File: src/design/bpfs_pkg.sv
/*
 Constants, state type and helpers for the bridge pin-function select block.
 Assumes a single 125 MHz clock and an AXI4-Lite master with 32-bit data.
*/
// Summary of operation
// - Arbiter strap 0 internal, 1 external
// - Internal arbiter: six request pins are inputs
// - External arbiter: request pin zero is grant
// - External arbiter: grant pin zero carries request
// - Clock-run strap 0 disables, 1 enables
// - Pin zero is clock-run input in clock-run mode
// - Pin two is only general purpose
// - Pullup only in reset or input mode
// - Dedicated secondary bus reset output
// - Test reset initialises controller without test clock
// - Controller advances on test clock, decodes mode
// - Shift in on data input, out on output
package bpfs_pkg;
	localparam int unsigned BPFS_ADDR_W = 8;
	localparam int unsigned BPFS_NPIN = 3;
	localparam int unsigned BPFS_NREQ = 6;
	// ----------------------------------------
	// Register map
	// ----------------------------------------
	localparam logic [7:0] BPFS_OFS_DIR = 8'h00;
	localparam logic [7:0] BPFS_OFS_DOUT = 8'h04;
	localparam logic [7:0] BPFS_OFS_DIN = 8'h08;
	localparam logic [7:0] BPFS_OFS_GCTL = 8'h0c;
	localparam logic [7:0] BPFS_OFS_STAT = 8'h10;
	localparam int unsigned BPFS_PWR_LSB = 20;
	localparam int unsigned BPFS_PWR_MSB = 22;
	localparam logic [2:0] BPFS_PWR_SEL_A = 3'h1;
	localparam logic [2:0] BPFS_PWR_SEL_B = 3'h3;
	localparam int unsigned BPFS_SECRST_BIT = 0;
	localparam logic [31:0] BPFS_GCTL_RST = 32'h0000_0000;
	localparam logic [2:0] BPFS_PIN_RST = 3'h0;
	localparam logic [1:0] BPFS_RESP_OKAY = 2'h0;
	localparam logic [1:0] BPFS_RESP_SLVERR = 2'h2;
	// ----------------------------------------
	// Test access port
	// ----------------------------------------
	localparam int unsigned BPFS_IR_W = 2;
	localparam logic [1:0] BPFS_IR_BYPASS = 2'h3;
	localparam logic [1:0] BPFS_IR_SCAN = 2'h1;
	localparam int unsigned BPFS_SCAN_W = 8;
	typedef enum logic [3:0] {
		BPFS_TLR = 4'h0, BPFS_IDLE = 4'h1, BPFS_SEL_DR = 4'h2, BPFS_CAP_DR = 4'h3,
		BPFS_SH_DR = 4'h4, BPFS_EX1_DR = 4'h5, BPFS_PA_DR = 4'h6, BPFS_EX2_DR = 4'h7,
		BPFS_UPD_DR = 4'h8, BPFS_SEL_IR = 4'h9, BPFS_CAP_IR = 4'ha, BPFS_SH_IR = 4'hb,
		BPFS_EX1_IR = 4'hc, BPFS_PA_IR = 4'hd, BPFS_EX2_IR = 4'he, BPFS_UPD_IR = 4'hf
	} bpfs_tap_e;
	function automatic logic [31:0] bpfs_merge(input logic [31:0] old_v,
		input logic [31:0] new_v, input logic [3:0] strb);
		logic [31:0] r;
		r = old_v;
		for (int i = 0; i < 4; i++)
		begin
			if (strb[i])
			begin
				r[i*8 +: 8] = new_v[i*8 +: 8];
			end
		end
		return r;
	endfunction
	function automatic logic bpfs_pwr_on(input logic [31:0] gctl);
		return (gctl[BPFS_PWR_MSB:BPFS_PWR_LSB] == BPFS_PWR_SEL_A) ||
			(gctl[BPFS_PWR_MSB:BPFS_PWR_LSB] == BPFS_PWR_SEL_B);
	endfunction
endpackage

File: src/design/bpfs_top.sv
/*
 Secondary-bus pin-function select: straps, request/grant swap, general
 pins, secondary reset and test port, with an AXI4-Lite register slave.
 Assumes all pins are synchronous to clk_in; pad inversion lies outside.
*/
// Decided for this implementation: the register addresses and register access over AXI4-Lite.
`timescale 1ns/10ps
module bpfs_top (
	input wire logic clk_in,
	input wire logic srst_in,
	input wire logic ce_in,
	input wire logic [bpfs_pkg::BPFS_ADDR_W-1:0] s_axi_awaddr_in,
	input wire logic s_axi_awvalid_in,
	output logic s_axi_awready_out,
	input wire logic [31:0] s_axi_wdata_in,
	input wire logic [3:0] s_axi_wstrb_in,
	input wire logic s_axi_wvalid_in,
	output logic s_axi_wready_out,
	output logic [1:0] s_axi_bresp_out,
	output logic s_axi_bvalid_out,
	input wire logic s_axi_bready_in,
	input wire logic [bpfs_pkg::BPFS_ADDR_W-1:0] s_axi_araddr_in,
	input wire logic s_axi_arvalid_in,
	output logic s_axi_arready_out,
	output logic [31:0] s_axi_rdata_out,
	output logic [1:0] s_axi_rresp_out,
	output logic s_axi_rvalid_out,
	input wire logic s_axi_rready_in,
	input wire logic external_arbiter_strap_in,
	input wire logic clock_run_strap_in,
	input wire logic [bpfs_pkg::BPFS_NREQ-1:0] req_pins_in,
	output logic [bpfs_pkg::BPFS_NREQ-1:0] grant_pins_out,
	output logic [bpfs_pkg::BPFS_NREQ-1:0] arb_req_out,
	input wire logic [bpfs_pkg::BPFS_NREQ-1:0] arb_gnt_in,
	input wire logic bridge_req_in,
	output logic bridge_gnt_out,
	output logic external_arbiter_out,
	output logic clock_run_enable_out,
	output logic clock_run_in_out,
	input wire logic [bpfs_pkg::BPFS_NPIN-1:0] general_pin_in,
	output logic [bpfs_pkg::BPFS_NPIN-1:0] general_pin_out,
	output logic [bpfs_pkg::BPFS_NPIN-1:0] general_pin_oe_out,
	output logic [bpfs_pkg::BPFS_NPIN-1:0] general_pin_pullup_out,
	output logic power_override_output_out,
	output logic secondary_bus_reset_n_out,
	input wire logic test_clock_in,
	input wire logic test_mode_in,
	input wire logic test_data_in,
	input wire logic test_reset_n_in,
	output logic test_data_out
);
	import bpfs_pkg::*;
	// ----------------------------------------
	// Straps, caught while reset is held
	// ----------------------------------------
	logic ext_q, ext_d, crun_q, crun_d;
	always_comb
	begin
		ext_d = srst_in ? external_arbiter_strap_in : ext_q;
		crun_d = srst_in ? clock_run_strap_in : crun_q;
	end
	always_ff @(posedge clk_in)
	begin
		if (srst_in || ce_in)
		begin
			ext_q <= ext_d;
			crun_q <= crun_d;
		end
	end
	assign external_arbiter_out = ext_q;
	assign clock_run_enable_out = crun_q;
	// ----------------------------------------
	// Register slave
	// ----------------------------------------
	logic [2:0] dir_q, dir_d, dout_q, dout_d;
	logic [31:0] gctl_q, gctl_d, rdata_q, rdata_d;
	logic [BPFS_ADDR_W-1:0] awa_q, awa_d;
	logic [31:0] wd_q, wd_d;
	logic [3:0] ws_q, ws_d;
	logic awg_q, awg_d, wg_q, wg_d, awr_q, awr_d, wr_q, wr_d;
	logic bv_q, bv_d, arr_q, arr_d, rv_q, rv_d;
	logic [1:0] bresp_q, bresp_d, rresp_q, rresp_d;
	logic [2:0] pin_in_q;
	always_comb
	begin
		awa_d = awa_q;
		wd_d = wd_q;
		ws_d = ws_q;
		awg_d = awg_q;
		wg_d = wg_q;
		bv_d = bv_q;
		bresp_d = bresp_q;
		rv_d = rv_q;
		rresp_d = rresp_q;
		rdata_d = rdata_q;
		dir_d = dir_q;
		dout_d = dout_q;
		gctl_d = gctl_q;
		if (s_axi_awvalid_in && awr_q)
		begin
			awa_d = s_axi_awaddr_in;
			awg_d = 1'b1;
		end
		if (s_axi_wvalid_in && wr_q)
		begin
			wd_d = s_axi_wdata_in;
			ws_d = s_axi_wstrb_in;
			wg_d = 1'b1;
		end
		if (bv_q && s_axi_bready_in)
		begin
			bv_d = 1'b0;
		end
		if (awg_q && wg_q && !bv_q)
		begin
			awg_d = 1'b0;
			wg_d = 1'b0;
			bv_d = 1'b1;
			bresp_d = BPFS_RESP_OKAY;
			case (awa_q)
				BPFS_OFS_DIR: dir_d = 3'(bpfs_merge({29'h0, dir_q}, wd_q, ws_q));
				BPFS_OFS_DOUT: dout_d = 3'(bpfs_merge({29'h0, dout_q}, wd_q, ws_q));
				BPFS_OFS_GCTL: gctl_d = bpfs_merge(gctl_q, wd_q, ws_q);
				BPFS_OFS_DIN, BPFS_OFS_STAT: bresp_d = BPFS_RESP_OKAY;
				default: bresp_d = BPFS_RESP_SLVERR;
			endcase
		end
		if (rv_q && s_axi_rready_in)
		begin
			rv_d = 1'b0;
		end
		if (s_axi_arvalid_in && arr_q)
		begin
			rv_d = 1'b1;
			rresp_d = BPFS_RESP_OKAY;
			case (s_axi_araddr_in)
				BPFS_OFS_DIR: rdata_d = {29'h0, dir_q};
				BPFS_OFS_DOUT: rdata_d = {29'h0, dout_q};
				BPFS_OFS_DIN: rdata_d = {29'h0, pin_in_q};
				BPFS_OFS_GCTL: rdata_d = gctl_q;
				BPFS_OFS_STAT: rdata_d = {29'h0, clock_run_in_out, crun_q, ext_q};
				default:
				begin
					rdata_d = 32'h0000_0000;
					rresp_d = BPFS_RESP_SLVERR;
				end
			endcase
		end
		// One write and one read in flight; ready drops while held
		awr_d = !awg_d && !bv_d;
		wr_d = !wg_d && !bv_d;
		arr_d = !rv_d;
	end
	always_ff @(posedge clk_in)
	begin
		if (srst_in)
		begin
			awa_q <= '0;
			wd_q <= 32'h0000_0000;
			ws_q <= 4'h0;
			awg_q <= 1'b0;
			wg_q <= 1'b0;
			awr_q <= 1'b0;
			wr_q <= 1'b0;
			bv_q <= 1'b0;
			bresp_q <= BPFS_RESP_OKAY;
			arr_q <= 1'b0;
			rv_q <= 1'b0;
			rresp_q <= BPFS_RESP_OKAY;
			rdata_q <= 32'h0000_0000;
			dir_q <= BPFS_PIN_RST;
			dout_q <= BPFS_PIN_RST;
			gctl_q <= BPFS_GCTL_RST;
			pin_in_q <= BPFS_PIN_RST;
		end
		else if (ce_in)
		begin
			awa_q <= awa_d;
			wd_q <= wd_d;
			ws_q <= ws_d;
			awg_q <= awg_d;
			wg_q <= wg_d;
			awr_q <= awr_d;
			wr_q <= wr_d;
			bv_q <= bv_d;
			bresp_q <= bresp_d;
			arr_q <= arr_d;
			rv_q <= rv_d;
			rresp_q <= rresp_d;
			rdata_q <= rdata_d;
			dir_q <= dir_d;
			dout_q <= dout_d;
			gctl_q <= gctl_d;
			pin_in_q <= general_pin_in;
		end
	end
	assign s_axi_awready_out = awr_q;
	assign s_axi_wready_out = wr_q;
	assign s_axi_bvalid_out = bv_q;
	assign s_axi_bresp_out = bresp_q;
	assign s_axi_arready_out = arr_q;
	assign s_axi_rvalid_out = rv_q;
	assign s_axi_rresp_out = rresp_q;
	assign s_axi_rdata_out = rdata_q;
	// ----------------------------------------
	// Request/grant swap, clock run, secondary reset
	// ----------------------------------------
	logic [BPFS_NREQ-1:0] areq_q, areq_d, gnt_q, gnt_d;
	logic bgnt_q, bgnt_d, crin_q, crin_d, secondary_bus_reset_out_n_q, secondary_bus_reset_out_n_d, pwr_q, pwr_d;
	always_comb
	begin
		if (ext_q)
		begin
			// Internal arbiter gets requests 1 to 5, its grants unused; pin zero pair belongs to the bridge
			areq_d = {req_pins_in[BPFS_NREQ-1:1], 1'b0};
			bgnt_d = req_pins_in[0];
			gnt_d = {{(BPFS_NREQ-1){1'b0}}, bridge_req_in};
		end
		else
		begin
			areq_d = req_pins_in;
			bgnt_d = 1'b0;
			gnt_d = arb_gnt_in;
		end
		crin_d = crun_q && general_pin_in[0];
		secondary_bus_reset_out_n_d = !gctl_q[BPFS_SECRST_BIT];
		pwr_d = bpfs_pwr_on(gctl_q);
	end
	always_ff @(posedge clk_in)
	begin
		if (srst_in)
		begin
			areq_q <= '0;
			gnt_q <= '0;
			bgnt_q <= 1'b0;
			crin_q <= 1'b0;
			secondary_bus_reset_out_n_q <= 1'b0;
			pwr_q <= 1'b0;
		end
		else if (ce_in)
		begin
			areq_q <= areq_d;
			gnt_q <= gnt_d;
			bgnt_q <= bgnt_d;
			crin_q <= crin_d;
			secondary_bus_reset_out_n_q <= secondary_bus_reset_out_n_d;
			pwr_q <= pwr_d;
		end
	end
	assign arb_req_out = areq_q;
	assign grant_pins_out = gnt_q;
	assign bridge_gnt_out = bgnt_q;
	assign clock_run_in_out = crin_q;
	assign secondary_bus_reset_n_out = secondary_bus_reset_out_n_q;
	// Same flop timing as pin one's output stage, which drives high under override
	assign power_override_output_out = pwr_q;
	// ----------------------------------------
	// Pin muxes and test port
	// ----------------------------------------
	bpfs_gpio u_gpio (
		.clk_in(clk_in),
		.srst_in(srst_in),
		.ce_in(ce_in),
		.dir_in(dir_q),
		.dout_in(dout_q),
		.clock_run_mode_in(crun_q),
		.power_override_select_in(pwr_d),
		.pin_out(general_pin_out),
		.pin_oe_out(general_pin_oe_out),
		.pullup_en_out(general_pin_pullup_out)
	);
	bpfs_tap u_tap (
		.clk_in(clk_in),
		.srst_in(srst_in),
		.ce_in(ce_in),
		.tck_in(test_clock_in),
		.tms_in(test_mode_in),
		.tdi_in(test_data_in),
		.trst_n_in(test_reset_n_in),
		.scan_in({3'h0, pin_in_q, crun_q, ext_q}),
		.tdo_out(test_data_out)
	);
	AST_STRAP_EXT: assert property (@(posedge clk_in)
		srst_in |=> external_arbiter_out == $past(external_arbiter_strap_in))
		else $error("arbiter strap not caught");
	AST_STRAP_CRUN: assert property (@(posedge clk_in)
		srst_in ##1 !srst_in [*3] |-> clock_run_enable_out == $past(clock_run_enable_out, 2))
		else $error("clock-run strap changed after reset");
	AST_INT_REQ: assert property (@(posedge clk_in) disable iff (srst_in)
		ce_in && !ext_q |=> arb_req_out == $past(req_pins_in) && !bridge_gnt_out)
		else $error("requests not passed to arbiter");
	AST_EXT_GNT: assert property (@(posedge clk_in) disable iff (srst_in)
		ce_in && ext_q |=> bridge_gnt_out == $past(req_pins_in[0]) && !arb_req_out[0])
		else $error("request pin zero not taken as grant");
	AST_EXT_REQ: assert property (@(posedge clk_in) disable iff (srst_in)
		ce_in && ext_q |=> grant_pins_out[0] == $past(bridge_req_in))
		else $error("bridge request not on grant pin zero");
	AST_SEC_RST: assert property (@(posedge clk_in)
		srst_in |=> !secondary_bus_reset_n_out)
		else $error("secondary reset released during reset");
	AST_BRESP: assert property (@(posedge clk_in) disable iff (srst_in)
		ce_in && awg_q && wg_q && !bv_q |=> s_axi_bvalid_out)
		else $error("write response missing");
	COV_EXT: cover property (@(posedge clk_in) ext_q && bridge_gnt_out);
	COV_CRUN: cover property (@(posedge clk_in) crun_q && clock_run_in_out);
endmodule

File: src/design/bpfs_gpio.sv
/*
 Three general-purpose pin muxes with their pullup gating.
 Assumes direction and output data come from registers in the top.
*/
`timescale 1ns/10ps
module bpfs_gpio (
	input wire logic clk_in,
	input wire logic srst_in,
	input wire logic ce_in,
	input wire logic [2:0] dir_in,
	input wire logic [2:0] dout_in,
	input wire logic clock_run_mode_in,
	input wire logic power_override_select_in,
	output logic [2:0] pin_out,
	output logic [2:0] pin_oe_out,
	output logic [2:0] pullup_en_out
);
	import bpfs_pkg::*;
	logic [2:0] out_q, out_d, oe_q, oe_d, pull_q, pull_d;
	always_comb
	begin
		oe_d = dir_in;
		out_d = dout_in;
		if (clock_run_mode_in)
		begin
			oe_d[0] = 1'b0;
		end
		if (power_override_select_in)
		begin
			oe_d[1] = 1'b1;
			out_d[1] = 1'b1;
		end
		pull_d = ~oe_d;
	end
	always_ff @(posedge clk_in)
	begin
		if (srst_in)
		begin
			out_q <= BPFS_PIN_RST;
			oe_q <= BPFS_PIN_RST;
			pull_q <= ~BPFS_PIN_RST;
		end
		else if (ce_in)
		begin
			out_q <= out_d;
			oe_q <= oe_d;
			pull_q <= pull_d;
		end
	end
	assign pin_out = out_q;
	assign pin_oe_out = oe_q;
	assign pullup_en_out = pull_q;
	AST_PIN0_CLKRUN: assert property (@(posedge clk_in) disable iff (srst_in)
		ce_in && clock_run_mode_in |=> !pin_oe_out[0])
		else $error("pin zero driven in clock-run mode");
	AST_PIN1_GP: assert property (@(posedge clk_in) disable iff (srst_in)
		ce_in && !power_override_select_in |=> pin_oe_out[1] == $past(dir_in[1]))
		else $error("pin one ignores its direction bit");
	AST_PIN1_PWR: assert property (@(posedge clk_in) disable iff (srst_in)
		ce_in && power_override_select_in |=> pin_oe_out[1] && pin_out[1])
		else $error("power override not driven");
	AST_PIN2_GP: assert property (@(posedge clk_in) disable iff (srst_in)
		ce_in |=> pin_oe_out[2] == $past(dir_in[2]) && pin_out[2] == $past(dout_in[2]))
		else $error("pin two not plain general purpose");
	AST_PULLUP: assert property (@(posedge clk_in)
		srst_in |=> pullup_en_out == 3'h7 && pin_oe_out == 3'h0)
		else $error("pullups off during reset");
	AST_PULL_INPUT: assert property (@(posedge clk_in) disable iff (srst_in)
		pullup_en_out == ~pin_oe_out)
		else $error("pullup disagrees with direction");
	COV_PWR: cover property (@(posedge clk_in) pin_oe_out[1] && power_override_select_in);
endmodule

File: src/design/bpfs_tap.sv
/*
 Test access port controller with a two-bit instruction register.
 Assumes test pins are synchronous to clk_in and much slower than it.
*/
`timescale 1ns/10ps
module bpfs_tap (
	input wire logic clk_in,
	input wire logic srst_in,
	input wire logic ce_in,
	input wire logic tck_in,
	input wire logic tms_in,
	input wire logic tdi_in,
	input wire logic trst_n_in,
	input wire logic [bpfs_pkg::BPFS_SCAN_W-1:0] scan_in,
	output logic tdo_out
);
	import bpfs_pkg::*;
	bpfs_tap_e st_q, st_d;
	logic tck_q, tdo_q, tdo_d, rise, fall;
	logic [BPFS_IR_W-1:0] ir_q, ir_d, irs_q, irs_d;
	logic [BPFS_SCAN_W-1:0] dr_q, dr_d;
	function automatic bpfs_tap_e next_st(input bpfs_tap_e s, input logic m);
		case (s)
			BPFS_TLR: return m ? BPFS_TLR : BPFS_IDLE;
			BPFS_IDLE: return m ? BPFS_SEL_DR : BPFS_IDLE;
			BPFS_SEL_DR: return m ? BPFS_SEL_IR : BPFS_CAP_DR;
			BPFS_CAP_DR: return m ? BPFS_EX1_DR : BPFS_SH_DR;
			BPFS_SH_DR: return m ? BPFS_EX1_DR : BPFS_SH_DR;
			BPFS_EX1_DR: return m ? BPFS_UPD_DR : BPFS_PA_DR;
			BPFS_PA_DR: return m ? BPFS_EX2_DR : BPFS_PA_DR;
			BPFS_EX2_DR: return m ? BPFS_UPD_DR : BPFS_SH_DR;
			BPFS_SEL_IR: return m ? BPFS_TLR : BPFS_CAP_IR;
			BPFS_CAP_IR: return m ? BPFS_EX1_IR : BPFS_SH_IR;
			BPFS_SH_IR: return m ? BPFS_EX1_IR : BPFS_SH_IR;
			BPFS_EX1_IR: return m ? BPFS_UPD_IR : BPFS_PA_IR;
			BPFS_PA_IR: return m ? BPFS_EX2_IR : BPFS_PA_IR;
			BPFS_EX2_IR: return m ? BPFS_UPD_IR : BPFS_SH_IR;
			default: return m ? BPFS_SEL_DR : BPFS_IDLE;
		endcase
	endfunction
	assign rise = tck_in && !tck_q;
	assign fall = !tck_in && tck_q;
	always_comb
	begin
		st_d = st_q;
		ir_d = ir_q;
		irs_d = irs_q;
		dr_d = dr_q;
		tdo_d = tdo_q;
		if (!trst_n_in)
		begin
			// Acts without waiting for any test clock edge
			st_d = BPFS_TLR;
			ir_d = BPFS_IR_BYPASS;
		end
		else if (rise)
		begin
			st_d = next_st(st_q, tms_in);
			case (st_q)
				BPFS_TLR: ir_d = BPFS_IR_BYPASS;
				BPFS_CAP_IR: irs_d = BPFS_IR_SCAN;
				BPFS_SH_IR: irs_d = {tdi_in, irs_q[BPFS_IR_W-1:1]};
				BPFS_UPD_IR: ir_d = irs_q;
				BPFS_CAP_DR: dr_d = (ir_q == BPFS_IR_SCAN) ? scan_in : '0;
				BPFS_SH_DR:
				begin
					if (ir_q == BPFS_IR_SCAN)
					begin
						dr_d = {tdi_in, dr_q[BPFS_SCAN_W-1:1]};
					end
					else
					begin
						dr_d[0] = tdi_in;
					end
				end
				default: dr_d = dr_q;
			endcase
		end
		else if (fall)
		begin
			// Output changes on the falling test clock edge
			if (st_q == BPFS_SH_IR)
			begin
				tdo_d = irs_q[0];
			end
			else if (st_q == BPFS_SH_DR)
			begin
				tdo_d = dr_q[0];
			end
		end
	end
	always_ff @(posedge clk_in)
	begin
		if (srst_in)
		begin
			st_q <= BPFS_TLR;
			ir_q <= BPFS_IR_BYPASS;
			irs_q <= '0;
			dr_q <= '0;
			tdo_q <= 1'b0;
			tck_q <= 1'b0;
		end
		else if (ce_in)
		begin
			st_q <= st_d;
			ir_q <= ir_d;
			irs_q <= irs_d;
			dr_q <= dr_d;
			tdo_q <= tdo_d;
			tck_q <= tck_in;
		end
	end
	assign tdo_out = tdo_q;
	AST_TAP_TRST: assert property (@(posedge clk_in) disable iff (srst_in)
		ce_in && !trst_n_in |=> st_q == BPFS_TLR && ir_q == BPFS_IR_BYPASS)
		else $error("test reset did not initialise controller");
	AST_TAP_STEP: assert property (@(posedge clk_in) disable iff (srst_in)
		ce_in && trst_n_in && !rise |=> st_q == $past(st_q))
		else $error("controller moved without test clock");
	AST_TAP_IDLE: assert property (@(posedge clk_in) disable iff (srst_in)
		ce_in && trst_n_in && rise && st_q == BPFS_TLR && !tms_in |=> st_q == BPFS_IDLE)
		else $error("controller missed idle");
	COV_SHIFT: cover property (@(posedge clk_in) st_q == BPFS_SH_DR && ir_q == BPFS_IR_SCAN);
endmodule

File: config.mk
export PLATFORM = sky130hd
export DESIGN_NAME = bpfs_top
export DESIGN_NICKNAME = d
export VERILOG_FILES = /design/src/design/bpfs_pkg.sv /design/src/design/bpfs_top.sv /design/src/design/bpfs_gpio.sv /design/src/design/bpfs_tap.sv
export SDC_FILE = /design/constraint.sdc
export NUM_CORES = 1
export LEC_CHECK = 0
export ABC_AREA = 1
export BUFFER_PORTS_ARGS = -buffer_cell sky130_fd_sc_hd__buf_4
export CAP_MARGIN = 25
export CORE_ASPECT_RATIO = 0.5
export CORE_MARGIN = 1.5
export CORE_UTILIZATION = 49
export DETAILED_ROUTE_END_ITERATION = 8
export PLACE_DENSITY = 0.76
export REMOVE_ABC_BUFFERS = 1
export SLEW_MARGIN = 20
export SYNTH_ARGS = -nofsm -noshare
export SYNTH_HDL_FRONTEND = slang
export SYNTH_SLANG_ARGS = --single-unit
File: constraint.sdc
create_clock -name clk_in -period 1.3 [get_ports clk_in]
set_input_delay 0.065 -clock clk_in [delete_from_list [all_inputs] [get_ports clk_in]]
set_output_delay 0.065 -clock clk_in [all_outputs]
set_load 0.05 [all_outputs]
Word-level counts from Yosys, hierarchy flattened
Cells that the tools add are included.
{"block": "totals", "regBits": 173, "in_bits": 82, "elab_cells": 158}
{"block": "classes", "eq_ne": 27, "mux": 42, "bitwise_logic": 2, "reduce_logical": 49}
{"cell": "$pmux 32 s5", "count": 1}
{"cell": "$pmux 4 s11", "count": 1}
{"cell": "$eq 8x4->1 const B", "count": 4}
{"cell": "$reduce_and 4->1", "count": 8}
{"cell": "$eq 4x4->1 const B", "count": 7}
{"cell": "$mux 4", "count": 6}
{"cell": "$mux 1", "count": 19}
{"cell": "$eq 4x3->1 const B", "count": 4}
{"cell": "$eq 8x3->1 const B", "count": 2}
{"cell": "$eq 8x5->1 const B", "count": 2}
{"cell": "$logic_not 8->1", "count": 2}
{"cell": "$pmux 8 s2", "count": 1}
{"cell": "$mux 2", "count": 7}
{"cell": "$logic_and 1x1->1", "count": 12}
{"cell": "$reduce_and 2->1", "count": 6}
{"cell": "$reduce_and 5->1", "count": 2}
{"cell": "$reduce_or 5->1", "count": 2}
{"cell": "$eq 4x2->1 const B", "count": 2}
{"cell": "$logic_not 1->1", "count": 8}
{"cell": "$pmux 2 s2", "count": 2}
{"cell": "$mux 7", "count": 1}
{"cell": "$mux 3", "count": 2}
{"cell": "$mux 6", "count": 1}
{"cell": "$reduce_bool 2->1", "count": 3}
{"cell": "12 further kinds", "count": 15}

Logic depth before layout (Yosys ltp)
Gate-level depths: netlist (run 1).
{"block": "depth", "word_depth": 5, "ltp_mapped": 11, "ltp_nobuf": 11}

By module
A second synthesis (run 1) with hierarchy kept.
{"block": "hier_totals", "cells_unflattened": 982, "area_unflattened_um2": 7374.6}
{"mod": "bpfs_top", "n_inst": 1, "cells_each": 755, "area_per_inst_um2": 5864.4, "seq_area_each_um2": 2902.8}
{"mod": "bpfs_tap", "n_inst": 1, "cells_each": 187, "area_per_inst_um2": 1162.4, "seq_area_each_um2": 360.3}
{"mod": "bpfs_gpio", "n_inst": 1, "cells_each": 40, "area_per_inst_um2": 347.8, "seq_area_each_um2": 180.2}

Worst setup path before layout (run 1)
Ideal clock, no wire load.
{"block": "synth_path", "path_type": "register -> register", "startpoint": "register bv_q (netlist: s_axi_bvalid_out)", "endpoint": "register gctl_q[6]", "setup_ns": 0.118, "arrival_time_ns": 1.403, "t_required_ns": 1.182, "path_slack_ns": -0.221, "stages_incl_launch_ff": 9, "n_path_buf": 1, "period_less_slack_ns": 1.521, "cell_sequence": "dfxtp_1 nor2_4 nand2_4 clkinv_4 nand2_2 nor2_4 buf_6 o21ai_1 a21oi_2"}
{"block": "synth_via", "elab_chain_cells": 3}
{"item": "start: declaration", "line": "bpfs_top.sv:81", "text": "logic bv_q, bv_d, arr_q, arr_d, rv_q, rv_d;"}
{"item": "start signal: assignment", "line": "bpfs_top.sv:185", "text": "bv_q <= bv_d;"}
{"item": "$logic_not 1->1", "line": "bpfs_top.sv:114", "text": "if (awg_q && wg_q && !bv_q)"}
{"item": "$logic_and 1x1->1", "line": "bpfs_top.sv:114"}
{"item": "$reduce_and 4->1 (no line)"}
{"item": "end signal: assignment", "line": "bpfs_top.sv:193", "text": "gctl_q <= gctl_d;"}
{"item": "end: declaration", "line": "bpfs_top.sv:76", "text": "logic [31:0] gctl_q, gctl_d, rdata_q, rdata_d;"}
Every way passes these cells.
A chain may end at the register's enable or synchronous reset.

Worst setup path in the final report (run 1)
{"block": "layout_path", "startpoint": "register awa_q[7]", "endpoint": "register gctl_q[18]"}
{"block": "layout_via", "elab_chain_cells": 2}
{"item": "start: declaration", "line": "bpfs_top.sv:77", "text": "logic [BPFS_ADDR_W-1:0] awa_q, awa_d;"}
{"item": "start signal: assignment", "line": "bpfs_top.sv:178", "text": "awa_q <= awa_d;"}
{"item": "$eq 8x4->1", "line": "bpfs_top.sv:120", "text": "case (awa_q)"}
{"item": "$reduce_and 4->1 (no line)"}
Every way passes these cells.

==> flow_results.org, run 1 <==
** Status
- Failing checks :: negative hold slack, negative setup slack
- The flow ran to the end, but the final reports show violations.

** STA
- The worst path in the final design needs a cycle of roughly 1.4 ns, including I/O delays and setup.
- Number of endpoints with negative hold slack in the final report :: 1
- The final-report max-slew violation count is 0.
- Worst hold slack after final layout :: -0.0351 ns
- Adding up every negative setup slack in the final design gives -2.45 ns.
- Setup repair after global routing could not meet its margin everywhere.
- Slack of the critical path :: -0.119 ns
- Dividing the final minimum period by the clock period gives 109%.
- Based on the critical path, the design can be clocked at up to 0.705 GHz.
- Clock skew on the completed layout was measured at roughly 0.012 ns.
- Setup violations remaining at the end of the flow were counted as 47.

** Yosys
- Post-synth top flop :: dfxtp_1
- The synthesized design contains 2 enable-type register cells.
- Leading area contributor after synthesis :: dfxtp_1
- Post-synthesis cell count :: 906
- Yosys reg bits :: 171
- Summing the sequential cell areas from Yosys gives 50.0% of the chip area.
- The synthesized netlist occupies a cell area of between 6000 and 7000 sq um.
- In this run, distinct cell masters in the synthesized netlist total 36.
- During synthesis, Yosys emitted a total of 0 warnings.
- Async set or reset register ratio after synthesis :: 0%
- Top cell type's share of synthesized area :: between 40% and 50%
- After synthesis, the cell types taking the most area are dfxtp_1 49%, o21ai_0 9.2%, a21oi_1 9.1%.
- Averaged over all synthesized cells, the footprint is 7.61 sq um.
- By instance count, the leading cell after synthesis is dfxtp_1.
- After synthesis, the most frequently instantiated cells are 169 x dfxtp_1, 126 x o21ai_0, 125 x a21oi_1.

** Clock tree
- Clock-pin slew was measured on the worst setup and hold paths at roughly 0.070 ns.
- Bufs on Longest Clock Path :: 2
- Sinks on Clock Net :: around 170
- H-tree levels :: 4
- TritonCTS built the clock tree.
- Clock latency on the worst-skew pair, taken at its later pin, is 0.42 ns.
- Number of buffers added by the clock tree synthesis step :: 17
- The tree is rooted in a clkbuf_16.

** Setup path
- The largest single stage delay on the critical path is 0.32 ns.
- Across all register-to-register paths, the minimum setup slack is -0.12 ns.
- Critical path class :: register to register
- Arrival time at the worst endpoint :: ~1.7 ns
- STA classifies the critical path startpoint as a register.
- Critical-path maximum fanout :: 5
- CP Capture Type :: register
- Slowest cell on crit path :: dfxtp_2
- Critical Path, Cell by Cell :: inv_2 -> nand2_4 -> nor3_4 -> buf_6 -> nand3_4 -> o21ai_0 -> nor2_1
- Worst reg2reg endpoint :: gctl_q[18]
- The worst register-to-register path has a depth of 7.
- The critical path crosses 7 cells after its start point.
- The critical path ends at gctl_q[18].
- Worst EP required :: ~1.6 ns
- Grouping stages by cell kind, the critical path spends the most delay in simple AND/OR/NAND/NOR gates.
- Startpoint of the worst register-to-register path :: awa_q[7]
- The critical path contains buffers and inverters numbering 2 combined.
- Tracing the worst setup path back leads to its startpoint at awa_q[7].

** Global routing
- Wire length of the first global-routing pass :: ~32 mm
- For this run, the total global-route usage over all layers was measured as 27.0%.
- Entering global routing, the biggest net connects 62 pins.
- The total overflow left after global routing is 0.
- Number of antenna violations at the first check in global routing :: 0
- Global routing used about 6.0% of the available met3 tracks.
- Grt met2 use :: 50.6%
- Global routing consumed, on the met1 layer, a little under a third of the routing resources.
- Number of global-route vias before repair :: slightly below 7000
- Most crowded layer after global routing :: met2

** Route
- Dividing the detail-routed wire length by the instance count gives between 15 and 20 um.
- Detailed-routing iteration count for the pre-antenna-repair pass :: 7
- In the routed design, unresolved DRC markers number 0.
- After the first detailed-routing iteration, the DRC count stood at approximately 460.
- Across all layers, the routed design uses slightly above 7000 vias.
- Using the TritonRoute via totals, the vias-per-cell ratio works out to 5.27.
- DRT antenna net count :: 0
- Final wirelength :: about 21 mm

** Finish
- In the final design database the tool counted 1238 nets.
- Post-route cell area :: roughly 10000 sq um
- Layout cell share with drive strength beyond 1 :: between 30% and 40%
- 0 antenna diodes ended up in the layout.
- For this run, the number of standard cells in the final layout without fillers is approximately 1400.
- Compared with the post-synthesis result, the final layout area differs by 51.6%.

** Die
- The floorplan step defined a die boundary enclosing approximately 15000 sq um.
- Pin placement for this block handled approximately 150 I/O pins.
- Once the floorplan was initialized, standard cells occupied a little over 50% of the core.
- Measured along the x axis, the die boundary spans around 170 um.
- The initialized floorplan defines 30 standard-cell rows.
- The core region is 13600 sq um.
- Chip Height :: 86.9 um

** Job
- Across the run, the number of max-cap violations was 0.

** Power and ir drop
- Internal Dissipation :: 0.00905 W
- Sum of internal, switching and leakage power :: about 0.012 W
- Power spread over the standard cell area amounts to around 1200 nW/um^2.
- Registers are responsible for roughly 45% of the overall power.
- Across the VDD grid, the largest voltage drop is between 0.001 and 0.0015 V.
- Clock group share of total power :: between 40% and 50%
- The share of total power dissipated in combinational logic is between 10% and 20%.
- In this run the power spent charging and discharging nets is roughly 0.0032 W.
- Leak pwr :: between 4 and 5 nW
- In this run switching power makes up 26.4% of total power.

** Placed design
- The number of placed instances, taps included, is between 1000 and 1500.
- Placed wire-length estimate after detailed placement :: ~12 mm
- In this run the tool buffered the top-level ports with between 100 and 150 buffer cells.
- Final RePlAce weighted congestion :: 0.841
- The placed instances occupy a cell area of around 8500 sq um.

** Hold path
- Class of the tightest hold or removal check :: input port to register
how the worst min path moves through the flow:
stage | start | end | cells after the start
detailed placement | clock_run_strap_in | clock_run_enable_out | 1
CTS | s_axi_awaddr_in[6] | awa_q[6] | 3
global route | s_axi_awaddr_in[6] | awa_q[6] | 3
global placement | clock_run_strap_in | clock_run_enable_out | 1
finish | s_axi_awaddr_in[6] | awa_q[6] | 3
floorplan | srst_in | arb_req_out[0] | 1
power by group through the flow:
stage	logic (W)	registers, W	clock network [W]
2_1_floorplan	0.000390	0.00591	0
3_3_place_gp	0.00126	0.00563	0
3_5_place_dp	0.00128	0.00563	0
4_1_cts	0.00148	0.00551	0.00524
5_1_grt	0.00165	0.00554	0.00550
6_report	0.00154	0.00552	0.00522
per-stage QoR:
stage               setup WS, ns  util [%]  hold WS, ns
floorplan                 -0.722         -        0.134
global placement         -0.0605      62.5        0.247
detailed placement        -0.102      62.5        0.246
CTS                      -0.0856      73.5      0.00143
global route              -0.182      76.7     -0.00888
finish                    -0.119      76.7      -0.0351
flip-flops by register name, summed over array words and instances, names as in the netlist, 6 cells and up:
| name | flops |
|---|---|
| grant_pins_out | 6 |
| u_tap.dr_q | 8 |
| gctl_q | 32 |
| arb_req_out | 6 |
| wd_q | 32 |
| s_axi_rdata_out | 32 |
| awa_q | 8 |
cell usage in the layout (no fill, tap or decap), types with 11 or more instances in the layout:
master / Yosys / routed
o21ai_0: 126 / 93
clkbuf_16: 0 / 19
inv_1: 80 / 69
nand3_1: 40 / 35
buf_6: 2 / 11
nor2_4: 3 / 23
nor2_2: 7 / 14
nor2_1: 107 / 80
a21oi_1: 125 / 118
buf_4: 3 / 191
o21ai_2: 2 / 18
nand2_1: 121 / 109
inv_2: 9 / 12
dlygate4sd3_1: 0 / 61
dfxtp_1: 169 / 160
o21ai_1: 16 / 33
worst register-to-register path, cell delays in order, from the launching register on:
cell	delay [ns]
dfxtp_2	0.32
inv_2	0.07
nand2_4	0.08
nor3_4	0.29
buf_6	0.17
nand3_4	0.12
o21ai_0	0.21
nor2_1	0.05
layer usage:
layer | share of wire, % | wire length, um | up-vias
li1 | - | - | 3497
met1 | 42 | 8810 | 3391
met2 | 51 | 10700 | 233
met3 | 4.5 | 946 | 43
met4 | 2.2 | 467 | 0
met5 | 0 | 0 | -
cells by family after synthesis:
logic type	after synthesis	synth area share [%]
AOI/OAI and AO/OA	285	21.4
buffers and inverters	139	8.33
DFF	171	50.0
other	1	0.0544
and+or+nand+nor	310	20.3
what timing repair did:
| action | 4_1_cts | 5_1_grt |
|---|---|---|
| gates cloned | 3 | 2 |
| hold endpoints to repair | 66 | 0 |
| setup endpoints to repair | 57 | 76 |
| pin swaps | 22 | 38 |
| hold buffers | 62 | 0 |
| gates resized for setup | 86 | 101 |
| buffers inserted | 9 | 7 |
cell type report:
class | count | area, sq um
clock buffers | 19 | 453
clock inverters | 12 | 151
fillers | 946 | 3180
inverters | 91 | 389
multi-input cells | 600 | 3340
flip-flops and latches | 171 | 3460
well taps | 192 | 240
repair buffers | 275 | 2410
Note: power is estimated with default switching activity, not from simulation.
==> run 2: changes to the inputs <==
--- a/config.mk
+++ b/config.mk
@@ -14,6 +14,7 @@
 export DETAILED_ROUTE_END_ITERATION = 8
 export PLACE_DENSITY = 0.76
 export REMOVE_ABC_BUFFERS = 1
+export SKIP_CTS_REPAIR_TIMING = 1
 export SLEW_MARGIN = 20
 export SYNTH_ARGS = -nofsm -noshare
 export SYNTH_HDL_FRONTEND = slang
==> run 2 against run 1 <==
The run still ends with negative hold slack, negative setup slack left. Sequential power is essentially flat. Cell area shrank 0.96%. Non-clock buffer count shrank 7. First-iteration DRC count grew 31%. Largest power group unchanged.
==> flow_results.org, run 2 (synthesized netlist as in run 1, its figures left out) <==
** Status
- Status :: finished with violations
- The checks that failed: negative hold slack, negative setup slack.

** Placed design
- At the placement stage, the worst setup path has a slack of -0.102 ns.
- Number of buffer cells added on primary ports :: around 150
- The number of placed instances, taps included, is around 1200.
- After legalization and detailed placement, the total HPWL measured about 12 mm.
- Final RePlAce weighted congestion :: around 0.84

** Setup path
- CP Capture Type :: register
- Along the worst path, the maximum fanout reaches 6.
- Worst Setup Start Kind :: register
- At the worst endpoint, the required time is about 1.6 ns.
- Arrival time at the worst endpoint :: between 1.5 and 2 ns
- The critical path is of the register to register type.

** STA
- Static timing analysis puts the maximum clock frequency at roughly 0.67 GHz.
- Share of the clock period used by the worst path after layout :: 115%
- Post-layout minimum cycle time :: 1.50 ns
- Max-slew violations :: 0
- Setup repair after global routing could not meet its margin everywhere.
- The tightest hold path in the finished design has a slack of -0.0202 ns.
- Slack of the critical path :: -0.196 ns
- Final setup violating endpoints :: 51
- Setup Skew :: around 0.012 ns
- The number of endpoints with negative hold slack in the final report was 3.

** Power and ir drop
- Power density of the placed cells :: approximately 1200 nW/um^2
- Leak pwr :: around 4.3 nW
- Net switching is approximately a quarter of the power.
- Internal Dissipation :: approximately 0.0090 W
- IR analysis of the VDD net gives a maximum drop of around 0.001 V.
- The share of total power dissipated in sequential elements is 45.1%.
- Clock group share of total power :: a little over two fifths
- The analysis attributes to net switching a power of about 0.0032 W.
- The share of total power dissipated in combinational logic is 12.5%.

** Clock tree
- Clock transition at path regs :: 0.06 ns
- The clock net in this run drives a total of approximately 170 sinks.
- Root Buffer :: clkbuf_16
- Clock tree from TritonCTS :: built
- Clock insertion delay at the later pin of the skew report :: between 0.4 and 0.5 ns
- Number of buffers added by the clock tree synthesis step :: 17
- The clock tree synthesis step divided the H-tree into 4 levels.
- Counting along the longest clock path gives a buffer depth of 2.

** Die
- I/O pins :: approximately 150
- Horiz. Die Dim :: ~170 um
- After floorplanning, the core was sized to cover about 14000 sq um.
- The die covers roughly 15000 sq um.
- Chip Height :: around 87 um
- For this configuration, the core starts out at a cell density of approximately half.
- Num rows :: 30

** Route
- DRT antenna net count :: 0
- Routed WL per cell :: 15.2 um
- Avg Vias per Cell :: ~5.3
- After detailed routing, the total wire length is 20.6 mm.
- Via count :: ~7200
- Number of DRC violations after detailed-routing iteration 0 :: approximately 600
- Detailed-routing iteration count for the pre-antenna-repair pass :: 5
- Residual DRC :: 0

** Finish
- Leading cell types in the layout, fill and taps excluded :: 192 x buf_4, 161 x dfxtp_1, 117 x a21oi_1
- The final layout contains 1232 nets.
- Final instance count without filler cells :: approximately 1400
- Most common cell after layout, fill and taps aside :: buf_4
- Layout overhead on the synthesized area :: 50.1%
- 0 antenna diodes ended up in the layout.
- In the final layout, the share of cells above drive strength 1 is 33.2%.

** Global routing
- After global routing the overflow that remains totals 0.
- Global routing consumed, on the met1 layer, 29.2% of the routing resources.
- Number of global-route vias before repair :: between 6000 and 7000
- Entering global routing, the biggest net connects between 60 and 70 pins.
- Most crowded layer after global routing :: met2
- All-Layer GR Usage :: 24.3%
- In the global route stage, met3 resource usage came out at about 5.5%.
- Grt met2 use :: approximately 43%
- Wire length of the first global-routing pass :: 28.6 mm
- The number of antenna violations at the first check in global routing was 0.

** Job
- # Max-Cap Violations :: 0

** Hold path
- Class of the tightest hold or removal check :: input port to register
## run 2: cell count changes in the layout (fill, tap and decap cells not counted), sizes merged
cell          change
dlymetal6s4s      -1
clkinvlp          -1
clkbuf            -2
nand2             +1
inv               +2
clkinv            -1
dlygate4sd3       -4
## run 2: routing by layer
metal	up-vias	wire length [um]
li1	3486	-
met1	3403	8570
met2	247	10600
met3	49	946
met4	0	438
met5	-	0
## run 2: final timing paths
kind	depth (start not counted)	slack, ns	startpoint	to
hold / removal	3	-0.02	s_axi_awaddr_in[4]	awa_q[4]
setup reg to reg	8	-0.20	awa_q[1]	dir_q[1]
setup / recovery	8	-0.20	awa_q[1]	dir_q[1]
hold reg to reg	2	0.45	wd_q[27]	wd_q[27]
## run 2: power groups by stage
stage | combinational [W] | clock, W | sequential [W]
after floorplan | 0.000390 | 0 | 0.00591
after global placement | 0.00126 | 0 | 0.00563
after detailed placement | 0.00128 | 0 | 0.00563
after CTS | 0.00129 | 0.00524 | 0.00551
after global routing | 0.00164 | 0.00551 | 0.00554
final | 0.00153 | 0.00520 | 0.00552
## run 2: metrics by stage
stage	util [%]	hold slack (ns)	power (W)	cell area [sq um]	TNS, ns
2_1_floorplan	-	0.134	0.00630	6670	-91.14
3_3_place_gp	62.5	0.247	0.00689	8510	-1.14
3_5_place_dp	62.5	0.246	0.00691	8510	-3.41
4_1_cts	66.9	-0.182	0.0121	9110	-4.76
5_1_grt	75.9	0.00677	0.0127	10300	-9.22
6_report	75.9	-0.0202	0.0123	10300	-5.22
## run 2: worst max-delay path, stage by stage (launching register included)
cell      delay (ns)
dfxtp_2         0.34
nor2_4          0.13
buf_4           0.14
nand2_2         0.08
nor2_4          0.13
nand2_2         0.07
nor2_4          0.17
nor2_1          0.08
a211oi_1        0.26
## run 2: cell type report
cell class / count / area (sq um)
sequential: 171 / 3460
multi-input combinational: 601 / 3350
clock buffer: 19 / 453
inverter: 91 / 380
timing repair buffer: 268 / 2300
fill: 969 / 3280
clock inverter: 12 / 151
tap: 192 / 240
